`src/hw/tsg_cfg_pkg.sv`:
```
package tsg_cfg_pkg;
    // register addresses of the parallel register port
    localparam logic [3:0] ADDR_MODE_GAIN   = 4'h0;
    localparam logic [3:0] ADDR_TONE_ATTEN  = 4'h1;
    localparam logic [3:0] ADDR_ROUTE_RATE  = 4'h2;
    localparam logic [3:0] ADDR_RATE_FACTOR = 4'h3;
    localparam logic [3:0] ADDR_SCALE_LOW   = 4'h4;
    localparam logic [3:0] ADDR_SCALE_MID   = 4'h5;
    localparam logic [3:0] ADDR_SCALE_HIGH  = 4'h6;
    localparam logic [3:0] ADDR_LEVEL_A     = 4'h7;
    localparam logic [3:0] ADDR_LEVEL_B     = 4'h8;
    // reset values
    localparam logic [7:0] RST_MODE_GAIN    = 8'h18;
    localparam logic [7:0] RST_TONE_ATTEN   = 8'h00;
    localparam logic [7:0] RST_ROUTE_RATE   = 8'h00;
    localparam logic [7:0] RST_RATE_FACTOR  = 8'h07;
    localparam logic [7:0] RST_ZERO         = 8'h00;
    // field positions
    localparam int RANGE_BIT     = 7;
    localparam int PATH_HI       = 6;
    localparam int PATH_LO       = 4;
    localparam int RATE_M_HI     = 3;
    localparam int LEVEL_HI      = 4;
    localparam int MODE_HI       = 1;
    localparam int GAIN_HI       = 4;
    localparam int GAIN_LO       = 2;
    // mute threshold of the attenuation code
    localparam logic [7:0] MUTE_FROM = 8'hf0;
    // id bits read back; value is arbitrary
    localparam logic [2:0] ID_CODE   = 3'h5;

    typedef enum logic [1:0] {
        TSG_MODE_SINE  = 2'h0,
        TSG_MODE_DC    = 2'h1,
        TSG_MODE_DATA  = 2'h2,
        TSG_MODE_PULSE = 2'h3
    } tsg_mode_t;

    // switch terminal map: {pin->pout, pin->nout, nin->pout, nin->nout, pout<->nout}
    typedef enum logic [2:0] {
        TSG_SW_OPEN  = 3'h0,
        TSG_SW_DIFF  = 3'h1,
        TSG_SW_REV   = 3'h2,
        TSG_SW_CMP   = 3'h3,
        TSG_SW_CMN   = 3'h4,
        TSG_SW_SEP   = 3'h5,
        TSG_SW_SEN   = 3'h6,
        TSG_SW_SHORT = 3'h7
    } tsg_path_t;
endpackage

```
`src/hw/tsg_cfg.sv`:
```
// Operation
// - sine digital gain is minus the attenuation code over two, in 0.5 dB steps.
// - attenuation codes f0 through ff fully mute the sine output.
// - bit 7 of the routing-and-rate register selects the sine frequency range.
// - with the route-enable pin high the 3-bit path field drives the switch.
// - outside data mode, with the route-enable pin low every switch is forced open.
// - in digital data mode the path field alone drives the switch.
// - path codes 0..3 are open, straight, crossed and positive to both outputs.
// - path codes 4..7 are negative to both, positive single, negative single, short.
// - the low four bits of the routing-and-rate register are one frequency factor.
// - the 8-bit rate factor register is a second frequency factor.
// - the 24-bit level scale word is built from addresses 4 (low) to 6 (high).
// - level a, the low five bits of its register, is output while sync is low.
// - in pulse mode the sync pin chooses between the two pulse levels.
// - pulse levels ignore the analog output range setting.
// - level b is the low five bits of its register; upper three bits stay zero.
// - mode codes are sine, dc, data, pulse; a mode change resets the generator.
`timescale 1ns/1ps
module tsg_cfg #(
    parameter int LEVEL_W = 5
) (
    input  wire logic               i_ref_clk,
    input  wire logic               i_reset,
    input  wire logic               i_wr_en,
    input  wire logic               i_rd_en,
    input  wire logic [3:0]         i_addr,
    input  wire logic [7:0]         i_wdata,
    input  wire logic               i_route_enable_pin,
    input  wire logic               i_sync_pin,
    output logic      [7:0]         o_rdata,
    output logic      [7:0]         o_attenuation_code,
    output logic                    o_tone_mute,
    output logic                    o_range_select_bit,
    output logic      [3:0]         o_rate_m,
    output logic      [7:0]         o_rate_n,
    output logic      [4:0]         o_switch_map,
    output logic      [23:0]        o_level_scale,
    output logic      [LEVEL_W-1:0] o_pulse_level,
    output logic                    o_pulse_active,
    output logic      [1:0]         o_mode,
    output logic      [2:0]         o_range_gain,
    output logic                    o_gen_reset
);
    // field bounds brought in once so part-selects stay short
    localparam int GAIN_HI_C  = tsg_cfg_pkg::GAIN_HI;
    localparam int GAIN_LO_C  = tsg_cfg_pkg::GAIN_LO;
    localparam int MODE_HI_C  = tsg_cfg_pkg::MODE_HI;
    localparam int PATH_HI_C  = tsg_cfg_pkg::PATH_HI;
    localparam int PATH_LO_C  = tsg_cfg_pkg::PATH_LO;
    localparam int LEVEL_HI_C = tsg_cfg_pkg::LEVEL_HI;
    localparam int RANGE_C    = tsg_cfg_pkg::RANGE_BIT;
    localparam int RATE_HI_C  = tsg_cfg_pkg::RATE_M_HI;

    typedef struct packed {
        logic [7:0]         mode_gain;
        logic [7:0]         tone_atten;
        logic [7:0]         route_rate;
        logic [7:0]         rate_factor;
        logic [7:0]         scale_low;
        logic [7:0]         scale_mid;
        logic [7:0]         scale_high;
        logic [7:0]         level_a;
        logic [7:0]         level_b;
        logic [2:0]         route_sync;
        logic [2:0]         level_sync;
        logic               route_en;
        logic               sync_lvl;
        logic [7:0]         rdata;
        logic               mute;
        logic [4:0]         switch_map;
        logic [LEVEL_W-1:0] pulse_level;
        logic               pulse_active;
        logic               gen_reset;
    } tsg_state_t;

    tsg_state_t state_r;
    tsg_state_t state_nxt;
    logic [1:0] mode_now;
    logic [2:0] path_now;
    logic [7:0] rd_mux;

    // three-stage pin synchroniser: stage 0 takes the pin, stage 2 is the oldest
    function automatic logic [2:0] tsg_sync_shift(input logic [2:0] stages,
                                                  input logic       pin);
        tsg_sync_shift = {stages[1:0], pin};
    endfunction

    // a level counts only once stages two and three agree, so a glitch is ignored
    function automatic logic tsg_sync_accept(input logic [2:0] stages,
                                             input logic       held);
        if (stages[1] == stages[2]) begin
            tsg_sync_accept = stages[2];
        end else begin
            tsg_sync_accept = held;
        end
    endfunction

    // codes at or above the threshold mute; below it the code is half-dB attenuation
    function automatic logic tsg_is_muted(input logic [7:0] code);
        tsg_is_muted = (code >= tsg_cfg_pkg::MUTE_FROM);
    endfunction

    function automatic logic [1:0] tsg_mode_of(input logic [7:0] mode_gain);
        tsg_mode_of = mode_gain[MODE_HI_C:0];
    endfunction

    function automatic logic tsg_addr_mapped(input logic [3:0] addr);
        tsg_addr_mapped = (addr <= tsg_cfg_pkg::ADDR_LEVEL_B);
    endfunction

    // terminal connections per path code
    function automatic logic [4:0] tsg_path_decode(input logic [2:0] code);
        case (tsg_cfg_pkg::tsg_path_t'(code))
            tsg_cfg_pkg::TSG_SW_OPEN: begin
                tsg_path_decode = 5'h00;
            end
            tsg_cfg_pkg::TSG_SW_DIFF: begin
                tsg_path_decode = 5'h12;
            end
            tsg_cfg_pkg::TSG_SW_REV: begin
                tsg_path_decode = 5'h0c;
            end
            tsg_cfg_pkg::TSG_SW_CMP: begin
                tsg_path_decode = 5'h18;
            end
            tsg_cfg_pkg::TSG_SW_CMN: begin
                tsg_path_decode = 5'h06;
            end
            tsg_cfg_pkg::TSG_SW_SEP: begin
                tsg_path_decode = 5'h10;
            end
            tsg_cfg_pkg::TSG_SW_SEN: begin
                tsg_path_decode = 5'h02;
            end
            tsg_cfg_pkg::TSG_SW_SHORT: begin
                tsg_path_decode = 5'h01;
            end
            default: begin
                tsg_path_decode = 5'h00;
            end
        endcase
    endfunction

    // read-back view of a register; id bits replace the upper three of register 0
    function automatic logic [7:0] tsg_read_mux(input tsg_state_t s,
                                                input logic [3:0] addr);
        case (addr)
            tsg_cfg_pkg::ADDR_MODE_GAIN: begin
                tsg_read_mux = {tsg_cfg_pkg::ID_CODE, s.mode_gain[GAIN_HI_C:0]};
            end

            tsg_cfg_pkg::ADDR_TONE_ATTEN: begin
                tsg_read_mux = s.tone_atten;
            end

            tsg_cfg_pkg::ADDR_ROUTE_RATE: begin
                tsg_read_mux = s.route_rate;
            end

            tsg_cfg_pkg::ADDR_RATE_FACTOR: begin
                tsg_read_mux = s.rate_factor;
            end

            tsg_cfg_pkg::ADDR_SCALE_LOW: begin
                tsg_read_mux = s.scale_low;
            end

            tsg_cfg_pkg::ADDR_SCALE_MID: begin
                tsg_read_mux = s.scale_mid;
            end

            tsg_cfg_pkg::ADDR_SCALE_HIGH: begin
                tsg_read_mux = s.scale_high;
            end

            tsg_cfg_pkg::ADDR_LEVEL_A: begin
                tsg_read_mux = s.level_a;
            end

            tsg_cfg_pkg::ADDR_LEVEL_B: begin
                tsg_read_mux = s.level_b;
            end

            default: begin
                tsg_read_mux = tsg_cfg_pkg::RST_ZERO;
            end
        endcase
    endfunction

    // range gain is not consulted: pulse levels are absolute
    function automatic logic [LEVEL_W-1:0] tsg_level_pick(input logic       sync_high,
                                                          input logic [7:0] lvl_a,
                                                          input logic [7:0] lvl_b);
        if (sync_high) begin
            tsg_level_pick = lvl_b[LEVEL_W-1:0];
        end else begin
            tsg_level_pick = lvl_a[LEVEL_W-1:0];
        end
    endfunction

    // data mode bypasses the enable pin
    function automatic logic [4:0] tsg_switch_pick(input logic [1:0] mode,
                                                   input logic       route_on,
                                                   input logic [2:0] path);
        if (tsg_cfg_pkg::tsg_mode_t'(mode) == tsg_cfg_pkg::TSG_MODE_DATA) begin
            tsg_switch_pick = tsg_path_decode(path);
        end else if (route_on) begin
            tsg_switch_pick = tsg_path_decode(path);
        end else begin
            tsg_switch_pick = 5'h00;
        end
    endfunction

    always_comb begin
        state_nxt = state_r;
        mode_now  = '0;
        path_now  = '0;
        rd_mux    = '0;

        // pins pass three flops; a change counts once stages two and three agree
        state_nxt.route_sync = tsg_sync_shift(state_r.route_sync, i_route_enable_pin);
        state_nxt.level_sync = tsg_sync_shift(state_r.level_sync, i_sync_pin);
        state_nxt.route_en   = tsg_sync_accept(state_r.route_sync, state_r.route_en);
        state_nxt.sync_lvl   = tsg_sync_accept(state_r.level_sync, state_r.sync_lvl);

        if (i_wr_en) begin
            case (i_addr)
                tsg_cfg_pkg::ADDR_MODE_GAIN: begin
                    // id bits are read-only
                    state_nxt.mode_gain[GAIN_HI_C:0] = i_wdata[GAIN_HI_C:0];
                end

                tsg_cfg_pkg::ADDR_TONE_ATTEN: begin
                    state_nxt.tone_atten = i_wdata;
                end

                tsg_cfg_pkg::ADDR_ROUTE_RATE: begin
                    state_nxt.route_rate = i_wdata;
                end

                tsg_cfg_pkg::ADDR_RATE_FACTOR: begin
                    state_nxt.rate_factor = i_wdata;
                end

                tsg_cfg_pkg::ADDR_SCALE_LOW: begin
                    state_nxt.scale_low = i_wdata;
                end

                tsg_cfg_pkg::ADDR_SCALE_MID: begin
                    state_nxt.scale_mid = i_wdata;
                end

                tsg_cfg_pkg::ADDR_SCALE_HIGH: begin
                    state_nxt.scale_high = i_wdata;
                end

                // reserved bits are not stored so they always read zero
                tsg_cfg_pkg::ADDR_LEVEL_A: begin
                    state_nxt.level_a = {3'h0, i_wdata[LEVEL_HI_C:0]};
                end

                tsg_cfg_pkg::ADDR_LEVEL_B: begin
                    state_nxt.level_b = {3'h0, i_wdata[LEVEL_HI_C:0]};
                end

                default: begin
                end
            endcase
        end

        // a mode change pulses the generator reset for one cycle
        mode_now = tsg_mode_of(state_nxt.mode_gain);
        state_nxt.gen_reset = (mode_now != tsg_mode_of(state_r.mode_gain));
        state_nxt.pulse_active =
            (tsg_cfg_pkg::tsg_mode_t'(mode_now) == tsg_cfg_pkg::TSG_MODE_PULSE);

        // derived outputs follow the next register value, so they move with it
        state_nxt.mute = tsg_is_muted(state_nxt.tone_atten);
        path_now = state_nxt.route_rate[PATH_HI_C:PATH_LO_C];
        state_nxt.switch_map = tsg_switch_pick(mode_now, state_nxt.route_en, path_now);
        state_nxt.pulse_level = tsg_level_pick(state_nxt.sync_lvl,
                                               state_nxt.level_a,
                                               state_nxt.level_b);

        // a read returns the registers as they stand before this edge
        if (tsg_addr_mapped(i_addr)) begin
            rd_mux = tsg_read_mux(state_r, i_addr);
        end else begin
            rd_mux = tsg_cfg_pkg::RST_ZERO;
        end
        if (i_rd_en) begin
            state_nxt.rdata = rd_mux;
        end
    end

    always_ff @(posedge i_ref_clk or posedge i_reset) begin
        if (i_reset) begin
            state_r.mode_gain    <= tsg_cfg_pkg::RST_MODE_GAIN;
            state_r.tone_atten   <= tsg_cfg_pkg::RST_TONE_ATTEN;
            state_r.route_rate   <= tsg_cfg_pkg::RST_ROUTE_RATE;
            state_r.rate_factor  <= tsg_cfg_pkg::RST_RATE_FACTOR;
            state_r.scale_low    <= tsg_cfg_pkg::RST_ZERO;
            state_r.scale_mid    <= tsg_cfg_pkg::RST_ZERO;
            state_r.scale_high   <= tsg_cfg_pkg::RST_ZERO;
            state_r.level_a      <= tsg_cfg_pkg::RST_ZERO;
            state_r.level_b      <= tsg_cfg_pkg::RST_ZERO;
            state_r.route_sync   <= '0;
            state_r.level_sync   <= '0;
            state_r.route_en     <= 1'b0;
            state_r.sync_lvl     <= 1'b0;
            state_r.rdata        <= tsg_cfg_pkg::RST_ZERO;
            state_r.mute         <= 1'b0;
            state_r.switch_map   <= '0;
            state_r.pulse_level  <= '0;
            state_r.pulse_active <= 1'b0;
            state_r.gen_reset    <= 1'b0;
        end else begin
            state_r <= state_nxt;
        end
    end

    // all outputs are flop fields of the state
    assign o_rdata            = state_r.rdata;
    assign o_attenuation_code = state_r.tone_atten;
    assign o_tone_mute        = state_r.mute;
    assign o_range_select_bit = state_r.route_rate[RANGE_C];
    assign o_rate_m           = state_r.route_rate[RATE_HI_C:0];
    assign o_rate_n           = state_r.rate_factor;
    assign o_switch_map       = state_r.switch_map;
    assign o_level_scale      = {state_r.scale_high,
                                 state_r.scale_mid,
                                 state_r.scale_low};
    assign o_pulse_level      = state_r.pulse_level;
    assign o_pulse_active     = state_r.pulse_active;
    assign o_mode             = state_r.mode_gain[MODE_HI_C:0];
    assign o_range_gain       = state_r.mode_gain[GAIN_HI_C:GAIN_LO_C];
    assign o_gen_reset        = state_r.gen_reset;
endmodule

```
`config.mk`:
```
export PLATFORM = sky130hd
export DESIGN_NAME = tsg_cfg
export DESIGN_NICKNAME = d
export VERILOG_FILES = /design/src/hw/tsg_cfg_pkg.sv /design/src/hw/tsg_cfg.sv
export SDC_FILE = /design/constraint.sdc
export NUM_CORES = 1
export LEC_CHECK = 0
export BUFFER_PORTS_ARGS = -buffer_cell sky130_fd_sc_hd__buf_4
export CORE_MARGIN = 3
export CORE_UTILIZATION = 50
export CTS_BUF_LIST = sky130_fd_sc_hd__clkbuf_4 sky130_fd_sc_hd__clkbuf_8
export DETAILED_ROUTE_END_ITERATION = 12
export PLACE_DENSITY = 0.73
export SETUP_SLACK_MARGIN = 0.02
export SLEW_MARGIN = 10
export SYNTH_ARGS = -nofsm -noshare
export SYNTH_HDL_FRONTEND = slang
export SYNTH_SLANG_ARGS = --single-unit
```
`constraint.sdc`:
```
create_clock -name i_ref_clk -period 3.6 [get_ports i_ref_clk]
set_input_delay 0.72 -clock i_ref_clk [delete_from_list [all_inputs] [get_ports i_ref_clk]]
set_output_delay 0.72 -clock i_ref_clk [all_outputs]
set_load 0.05 [all_outputs]
```
==> results of run 1 <==
-- per-layer routing --
| layer | GRT usage [%] | part of all wire [%] |
|---|---|---|
| met4 | 4.28 | 0.66 |
| met5 | 0 | 0 |
| met3 | 5.55 | 7.9 |
| met1 | 29.5 | 43 |
| met2 | 33.5 | 48 |
-- cells in the mapped netlist (4+ instances only) --
master,instances
a2bb2oi_1,4
mux2i_1,9
mux2_1,10
and3_1,4
dfrtp_1,87
nor2_1,11
and2_1,4
buf_4,69
a31oi_1,7
nor2b_1,5
inv_1,5
clkbuf_1,9
mux2_2,55
o21ai_0,10
dfstp_2,5
a21oi_1,12
buf_2,9
a22oi_1,4
nand2_1,15
or3_1,4
nand2b_1,8
mux2_4,5
-- area by class of cell --
| type | count | area (sq um) | area share, % |
|---|---|---|---|
| clock buffers | 11 | 151 | 2.96 |
| well taps | 108 | 135 | 2.64 |
| clock inverters | 5 | 36.3 | 0.710 |
| inverters | 6 | 23.8 | 0.465 |
| multi-input cells | 208 | 1760 | 34.4 |
| flip-flops and latches | 92 | 2310 | 45.2 |
| repair buffers | 91 | 696 | 13.6 |
-- final timing paths --
path / start / cells after the start / endpoint / slack (ps)
min in group asynchronous: i_reset / 2 / o_attenuation_code[3] / 560
max in group asynchronous: i_reset / 3 / o_range_gain[2] / 2280
worst max register to register: state_r[22] / 3 / o_switch_map[2] / 1890
worst min register to register: state_nxt[27] / 0 / state_nxt[28] / 360
worst min-delay path: state_nxt[27] / 0 / state_nxt[28] / 360
worst max-delay path: i_addr[0] / 4 / o_rate_n[6] / 1030
-- cells in the final DEF (no fill, tap or decap), types with 5 or more instances in the layout --
cell type,n
a21oi_1,12
a31oi_1,7
buf_4,90
clkbuf_8,11
dfrtp_1,87
dfstp_2,5
mux2_1,10
mux2_2,55
mux2_4,5
mux2i_1,9
nand2_1,15
nand2b_1,8
nor2_1,11
nor2b_1,5
o21ai_0,10
-- power breakdown --
group	switching, mW	internal, mW	leakage [nW]
clock	0.369	0.289	0.0876
combinational	0.858	0.447	1.11
sequential	0.173	1.25	1.14
total	1.40	1.98	2.34
-- logic make-up (layout without fill, tap and decap cells) --
| logic type | after synthesis | in the layout | synth area share [%] |
|---|---|---|---|
| AOI/OAI and AO/OA | 53 | 53 | 7.63 |
| xor gates and xnor gates | 4 | 4 | 0.747 |
| adders and majority gates | 2 | 2 | 0.427 |
| buffers and inverters | 93 | 113 | 13.2 |
| DFF | 92 | 92 | 49.2 |
| muxes | 81 | 81 | 20.1 |
| and+or+nand+nor | 68 | 68 | 8.65 |
-- metrics by stage --
step / setup WS (ps) / power, mW / util (%) / hold slack, ps / std cells
after floorplan: 496 / 2.57 / - / 331 / 393
after global placement: 754 / 2.73 / 55.1 / 335 / 505
after detailed placement: 763 / 2.75 / 55.1 / 345 / 505
after CTS: 1140 / 3.40 / 57.2 / 363 / 521
after global routing: 1010 / 3.52 / 57.2 / 386 / 521
final: 1030 / 3.38 / 57.2 / 362 / 521
-- registers in the layout (all words and copies together) (netlist names), 2 cells and up, named ones only --
name	cells
o_mode	2
o_rate_n	8
o_switch_map	5
o_attenuation_code	6
o_level_scale	24
state_nxt	4
o_pulse_level	5
o_rdata	8
o_rate_m	4
state_r	17
o_range_gain	3
==> metrics.yaml, run 1 <==
timing:
  fin_crit_sh_pct: 71.5
  slew_violations: 0
  rsz0062_at_grt: "no"
  period_needed_ps: 2570
  final_hold_viol_count: 0
  slew_headroom_pct: 31.6
  max_freq_mhz: 388
  skew_ps: 10.2
  setup_viol: 0
  worst_slew_pin_slew_ps: 1030
  tns_ps: 0
worst_hold_path:
  min_path_type: "flip-flop to flip-flop"
drt:
  vias: 3026
  avgRoutedWirePerCell_um: 20.4
  routed_wl_mm: 10.7
  vias_per_cell: 5.81
  ant_nets: 0
  drc: 0
  drt_iter0_markers: 188
  drt-pass1-iter-count: 4
power:
  worst_ir_drop_vdd_mv: 0.427
  leakage_nw: 2.34
  p_per_area_mw_per_mm2: 662
setup_path:
  crit_family: "simple AND/OR/NAND/NOR gates"
  required_ps: 3840
  path_cells: "buf_4, nor2b_1, nand3_1, mux2_2"
  crit_slowest_cell: "nand3_1"
  slowest_delay_ps: 630
  startpoint_type: "input port"
  crit_fanout: 35
  crit_buf_inv: 1
  arrival_ps: 2820
  crit_type: "input port to flip-flop"
  end_kind: "flip-flop"
floorplan:
  core_region_area_sq_mm: 0.00893
  ios: 89
  die_w_um: 103
  initial_utilization_pct: 52.5
  die_height_um: 103
  row_count: 34
  die_area_sq_mm: 0.0106
layout:
  final_layout_size_suffix_gt1_share_pct: 43.8
  num_antenna_cells: 0
  fin_nets: 426
  nFillCells: 765
  synthToLayoutAreaGrowth_pct: 9.02
  design_area_sq_mm: 0.00511
yosys:
  synth_nets: 411
  ys_warn_count: 0
  synth_edf_count: 0
  synth_flop_cell: "dfrtp_1"
  synth_top_area_share_pct: 46.4
  syn_inst: 393
  synth_cell_types: 52
  synth_async_sr_flop_share_pct: 100
  seq_area_frac_synth_pct: 49.2
  syn_avg_cell_area_sq_um: 11.9
  netlist_top_cells_area: "dfrtp_1 46%, mux2_2 13%, buf_4 11%"
  ys_seq_elements: 92
  synth_top_area_cell: "dfrtp_1"
  syn-cell-area_sq_mm: 0.00469
placement:
  placed_area_sq_mm: 0.00492
  place_congestion: 0.848
  hpwl_mm: 7.36
  port_buffers: 88
clock_tree:
  cts_resized: 0
  postCtsHoldBufs: 0
  cts_buffers: 9
  post_cts_buffers: 0
  cts_tree: "done"
  clockRootBuffer: "clkbuf_8"
  cts.clk_slew.worst_paths_ps: 100
  clock_latency_ps: 360
  ctsLongestPathBuffers: 2
  cts.htree.levels: 3
  clock_sinks: 92
outcome:
  status: "finished clean"
global_route:
  grt_max_degree: 58
  antenna_found_initial: 0
  grt_remaining_overflow: 0
  grt_pass1_vias: 3098
  grt_pass1_wl_mm: 16.7
  grt.total_usage_pct: 21.1
run:
  maxCapViolCount: 0
Note: power is estimated with default switching activity, not from simulation.
==> run 2, diff against run 1 <==
--- a/config.mk
+++ b/config.mk
@@ -10,7 +10,7 @@
 export CORE_UTILIZATION = 50
 export CTS_BUF_LIST = sky130_fd_sc_hd__clkbuf_4 sky130_fd_sc_hd__clkbuf_8
 export DETAILED_ROUTE_END_ITERATION = 12
-export PLACE_DENSITY = 0.73
+export PLACE_DENSITY = 0.76
 export SETUP_SLACK_MARGIN = 0.02
 export SLEW_MARGIN = 10
 export SYNTH_ARGS = -nofsm -noshare
==> constraint.sdc (replaced) <==
create_clock -name i_ref_clk -period 2.3 [get_ports i_ref_clk]
set_input_delay 0.46 -clock i_ref_clk [delete_from_list [all_inputs] [get_ports i_ref_clk]]
set_output_delay 0.46 -clock i_ref_clk [all_outputs]
set_load 0.05 [all_outputs]
==> metrics.yaml, run 2 (synthesis gave the netlist of run 1 again) <==
setup_path:
  arrival_ps: 2020  # -800 ps
  crit_fanout: 14  # -60%
  crit_family: "simple AND/OR/NAND/NOR gates"
  crit_type: "input port to flip-flop"
  startpoint_type: "input port"
  path_cells: "buf_4, nand2b_2, or3_1, mux2_4, mux2_2"
  regToRegSetupSlack_ps: 920  # -970 ps
  crit_slowest_cell: "or3_1"
  crit_buf_inv: 1  # unchanged
  r2r_cells: 4  # +1
  required_ps: 2550  # -1290 ps
  slowest_delay_ps: 540  # -90 ps
  reg2reg_to: "o_switch_map[0]"
  end_kind: "flip-flop"
  reg2reg_from: "state_r[22]"
layout:
  largest_reg_flops: 24  # unchanged
  fin_nets: 442  # +3.8%
  final_layout_size_suffix_gt1_share_pct: 45.9  # +2.1 points
  num_antenna_cells: 0  # unchanged
  layout_commonest_cell: "buf_4"
  synthToLayoutAreaGrowth_pct: 12.6
  final_cell_mix: "107 x buf_4, 87 x dfrtp_1, 55 x mux2_2"
power:
  clkPwrFrac_pct: 23.6  # +4.2 points
  combPwrFrac_pct: 36.7  # -1.9 points
  leakage_nw: 2.44  # +4.5%
  sw_frac_of_total_pct: 39.4  # -2.0 points
  worst_ir_drop_vdd_mv: 0.700  # +64%
  p_switching_mw: 2.21  # +58%
  intPower_mw: 3.40  # +71%
  p_per_area_mw_per_mm2: 1060  # +60%
  seq_power_share_pct: 39.7  # -2.3 points
timing:
  period_needed_ps: 1760
  max_freq_mhz: 568
  rsz0062_at_grt: "no"
  slew_headroom_pct: 53.4  # +22 points
  tns_ps: 0  # unchanged
  final_hold_viol_count: 0  # unchanged
  setup_slack_ps: 539  # -486 ps
  setup_viol: 0  # unchanged
  skew_ps: 8.73  # -1.48 ps
  fin_crit_sh_pct: 76.5
  worst_slew_pin_slew_ps: 699  # -327 ps
  slew_violations: 0  # unchanged
placement:
  post-place-ws_ps: 175  # -588 ps
  hpwl_mm: 7.78  # +5.8%
  port_buffers: 88  # unchanged
  place_congestion: 0.901  # +6.3%
clock_tree:
  cts_tree: "done"
  cts.htree.levels: 3  # unchanged
  cts_buffers: 9  # unchanged
  clock_sinks: 92  # unchanged
  post_cts_buffers: 0  # unchanged
  clockRootBuffer: "clkbuf_8"
  postCtsHoldBufs: 0  # unchanged
  ctsLongestPathBuffers: 2  # unchanged
  cts_resized: 0  # unchanged
  cts.clk_slew.worst_paths_ps: 90  # about the same
  clock_latency_ps: 360  # about the same
drt:
  avgRoutedWirePerCell_um: 20.1  # -1.6%
  vias_per_cell: 5.75  # -0.93%
  vias: 3090  # +2.1%
  ant_nets: 0  # unchanged
  drc: 0  # unchanged
  drt-pass1-iter-count: 5  # +1
  routed_wl_mm: 10.8  # +1.4%
  drt_iter0_markers: 260  # +38%
floorplan:
  ios: 89  # unchanged
  core_region_area_sq_mm: 0.00893  # unchanged
  row_count: 34  # unchanged
  die_height_um: 103  # unchanged
  die_area_sq_mm: 0.0106  # unchanged
  initial_utilization_pct: 52.5  # unchanged
  die_w_um: 103  # unchanged
run:
  maxCapViolCount: 0  # unchanged
worst_hold_path:
  holdPathStages: 1  # +1
  worstHoldEndpoint: "state_nxt[24]"
  min_path_type: "input port to flip-flop"
  hp-start: "i_sync_pin"
global_route:
  grt_pass1_wl_mm: 16.9  # +0.87%
  grt_max_degree: 58  # unchanged
  grt_pass1_vias: 3085  # -0.42%
  antenna_found_initial: 0  # unchanged
  grt.total_usage_pct: 21.3  # +0.28 points
  grt_remaining_overflow: 0  # unchanged
outcome:
  status: "finished clean"
-- run 2: changes by cell type in the layout (fill, tap and decap cells not counted), moves of 2 or more --
cell	delta
clkbuf_8	-2
bufinv_16	+3
buf_4	+17
inv_6	+3
clkinvlp_4	-2
-- run 2: worst max-delay path by stage --
| stage | endpoint | from | cells after the start | slack (ps) |
|---|---|---|---|---|
| floorplan | o_switch_map[2] | i_addr[0] | 6 | 340 |
| global placement | o_pulse_level[2] | i_addr[3] | 5 | 220 |
| detailed placement | o_pulse_level[2] | i_addr[3] | 5 | 180 |
| CTS | o_pulse_level[1] | i_addr[3] | 5 | 560 |
| global route | o_switch_map[2] | i_addr[0] | 6 | 360 |
| finish | o_pulse_level[2] | i_addr[3] | 5 | 540 |
-- run 2: final cells by class --
type	count	area, sq um
Clock buffer	9	124
Clock inverter	7	121
Fill cell	769	3650
Inverter	6	26.3
Multi-Input combinational cell	208	1760
Sequential cell	92	2310
Tap cell	108	135
Timing Repair Buffer	107	803
-- run 2: layer usage --
layer,vias to the layer above,global-route usage (%),routed length (um)
li1,1382,-,-
met1,1569,30.2,4750
met2,129,33.1,5110
met3,10,5.55,796
met4,0,5.28,136
met5,-,0,0
-- run 2: per-stage QoR --
| step | power, mW | cells | hold WS (ps) | instance area (sq um) | util, % |
|---|---|---|---|---|---|
| after floorplan | 4.02 | 393 | 331 | 4690 | - |
| after detailed placement | 4.32 | 521 | 339 | 5030 | 56.3 |
| after global routing | 5.83 | 537 | 176 | 5280 | 59.1 |
| after global placement | 4.29 | 521 | 332 | 5030 | 56.3 |
| after CTS | 5.63 | 537 | 185 | 5280 | 59.1 |
| final | 5.60 | 537 | 198 | 5280 | 59.1 |
-- run 2: power by group through the flow --
stage                     combinational, mW  clock, mW  sequential (mW)
after floorplan                        1.85          0             2.17
after global placement                 2.04          0             2.25
after detailed placement               2.07          0             2.25
after CTS                              2.08       1.34             2.22
after global routing                   2.16       1.40             2.26
final                                  2.06       1.32             2.22
==> run 3, diff against run 2 <==
==> constraint.sdc (replaced) <==
create_clock -name i_ref_clk -period 1.45 [get_ports i_ref_clk]
set_input_delay 0.29 -clock i_ref_clk [delete_from_list [all_inputs] [get_ports i_ref_clk]]
set_output_delay 0.29 -clock i_ref_clk [all_outputs]
set_load 0.05 [all_outputs]
==> metrics.yaml, run 3 (synthesis gave the netlist of run 1 again) <==
setup_path:
  crit_fanout: 9  # -5
  startpoint_type: "input port"
  end_kind: "flip-flop"
  r2r_cells: 4  # unchanged
  reg2reg_from: "state_r[22]"
  reg2reg_to: "o_switch_map[4]"
  regToRegSetupSlack_ps: 80  # -840 ps
  arrival_ps: 1670  # -350 ps
  required_ps: 1700  # -850 ps
  crit_type: "input port to flip-flop"
worst_hold_path:
  min_path_type: "input port to flip-flop"
  worstHoldEndpoint: "state_nxt[27]"
  hp-start: "i_route_enable_pin"
  holdPathStages: 1  # unchanged
timing:
  period_needed_ps: 1430
  slew_violations: 0  # unchanged
  setup_viol: 0  # unchanged
  final_hold_viol_count: 0  # unchanged
  skew_ps: 6.04  # -2.69 ps
  worst_slew_pin_slew_ps: 362  # -337 ps
  fin_crit_sh_pct: 98.5
  max_freq_mhz: 700
  setup_slack_ps: 22.3  # -517 ps
  slew_headroom_pct: 75.7  # +22 points
  rsz0062_at_grt: "yes"
clock_tree:
  cts_buffers: 9  # unchanged
  clockRootBuffer: "clkbuf_8"
  clock_sinks: 92  # unchanged
  cts.htree.levels: 3  # unchanged
  ctsLongestPathBuffers: 2  # unchanged
  clock_latency_ps: 360  # about the same
  cts.clk_slew.worst_paths_ps: 90  # about the same
  cts_tree: "done"
power:
  p_per_area_mw_per_mm2: 1590  # +50%
  total_power_mw: 9.07  # +62%
  worst_ir_drop_vdd_mv: 0.969  # +39%
  leakage_nw: 2.67  # +9.3%
placement:
  port_buffers: 88  # unchanged
  place_congestion: 0.848  # -5.9%
  hpwl_mm: 8.25  # +6.0%
  post-place-ws_ps: -415  # -590 ps
layout:
  final_layout_size_suffix_gt1_share_pct: 52.7  # +6.8 points
  nFillCells: 705  # -8.3%
  layout_commonest_cell: "buf_4"
  synthToLayoutAreaGrowth_pct: 21.7
  num_antenna_cells: 0  # unchanged
  fin_nets: 478  # +8.1%
  final_cell_mix: "132 x buf_4, 86 x dfrtp_1, 54 x mux2_2"
  largest_reg_flops: 24  # unchanged
floorplan:
  initial_utilization_pct: 52.5  # unchanged
  die_height_um: 103  # unchanged
  core_region_area_sq_mm: 0.00893  # unchanged
  row_count: 34  # unchanged
  die_w_um: 103  # unchanged
  die_area_sq_mm: 0.0106  # unchanged
  ios: 89  # unchanged
global_route:
  grt_pass1_vias: 3286  # +6.5%
  antenna_found_initial: 0  # unchanged
  grt_max_degree: 58  # unchanged
  grt_remaining_overflow: 0  # unchanged
  grt.total_usage_pct: 21.5  # +0.18 points
  grt_pass1_wl_mm: 17.2  # +1.7%
drt:
  vias_per_cell: 5.55  # -3.5%
  routed_wl_mm: 11.0  # +1.6%
  drt_iter0_markers: 152  # -42%
  avgRoutedWirePerCell_um: 19.1  # -4.8%
  vias: 3182  # +3.0%
  ant_nets: 0  # unchanged
  drt-pass1-iter-count: 6  # +1
  drc: 0  # unchanged
run:
  maxCapViolCount: 0  # unchanged
outcome:
  status: "finished clean"
[run 3: cell count changes in the layout (fill, tap and decap cells not counted), moves of 2 or more]
| cell | delta |
|---|---|
| mux2_1 | -5 |
| or3_4 | +2 |
| mux2_4 | +6 |
| buf_4 | +25 |
| dlygate4sd3_1 | +2 |
| or3_1 | -2 |
| clkinvlp_4 | +2 |
| buf_12 | +4 |
| buf_6 | +5 |
[run 3: final cells by class]
class | instances | area (sq um) | area share [%]
Clock buffer | 9 | 124 | 2.17
Clock inverter | 7 | 123 | 2.15
Inverter | 6 | 26.3 | 0.460
Multi-Input combinational cell | 208 | 1840 | 32.3
Sequential cell | 92 | 2310 | 40.5
Tap cell | 108 | 135 | 2.37
Timing Repair Buffer | 143 | 1150 | 20.1
[run 3: worst max path at each step]
stage                start                to  slack, ps  depth (start not counted)
2_1_floorplan    i_addr[0]   o_switch_map[2]       -270                          6
3_3_place_gp     i_addr[3]  o_pulse_level[1]       -360                          5
3_5_place_dp     i_addr[0]   o_switch_map[2]       -410                          6
4_1_cts        o_rate_n[0]       o_rate_n[0]         30                          1
5_1_grt          i_addr[3]  o_level_scale[4]        -10                          6
6_report         i_addr[3]  o_level_scale[4]         20                          6
[run 3: power by group]
part | internal (mW) | total, mW | switching [mW]
sequential | 3.10 | 3.53 | 0.425
combinational | 1.27 | 3.47 | 2.19
clock | 1.16 | 2.08 | 0.921
[run 3: routing by layer]
| layer | global-route usage, % | vias to the layer above | part of all wire, % | routed length (um) |
|---|---|---|---|---|
| li1 | - | 1451 | - | - |
| met1 | 28.5 | 1616 | 43 | 4750 |
| met2 | 35.1 | 100 | 49 | 5410 |
| met3 | 5.28 | 15 | 5.9 | 651 |
| met4 | 6.67 | 0 | 1.4 | 155 |
| met5 | 0 | - | 0 | 0 |
[run 3: metrics by stage]
step | hold WS (ps) | TNS [ps] | util, % | instance area, sq um | std cells
after floorplan | 321 | -4180 | - | 4780 | 393
after global placement | 333 | -15440 | 60.3 | 5390 | 555
after detailed placement | 341 | -17020 | 60.3 | 5390 | 555
after CTS | 11.6 | 0 | 63.4 | 5660 | 572
after global routing | 7.04 | -44.1 | 63.9 | 5710 | 573
final | 30.9 | 0 | 63.9 | 5710 | 573
[run 3: timing repair]
| item | in CTS | in global routing |
|---|---|---|
| endpoints found under the hold margin | 32 | 1 |
| endpoints found under the setup margin | 11 | 20 |
| gates resized for setup | 5 | 7 |
| pin swaps | 0 | 2 |
| buffers inserted | 0 | 0 |
| cloned | 0 | 0 |
| hold buffers | 1 | 1 |
[run 3: worst max-delay path: stages]
cell      delay, ps
buf_4           130
buf_4           160
nand2b_1        200
or3_1           390
buf_4           180
mux2_1          320
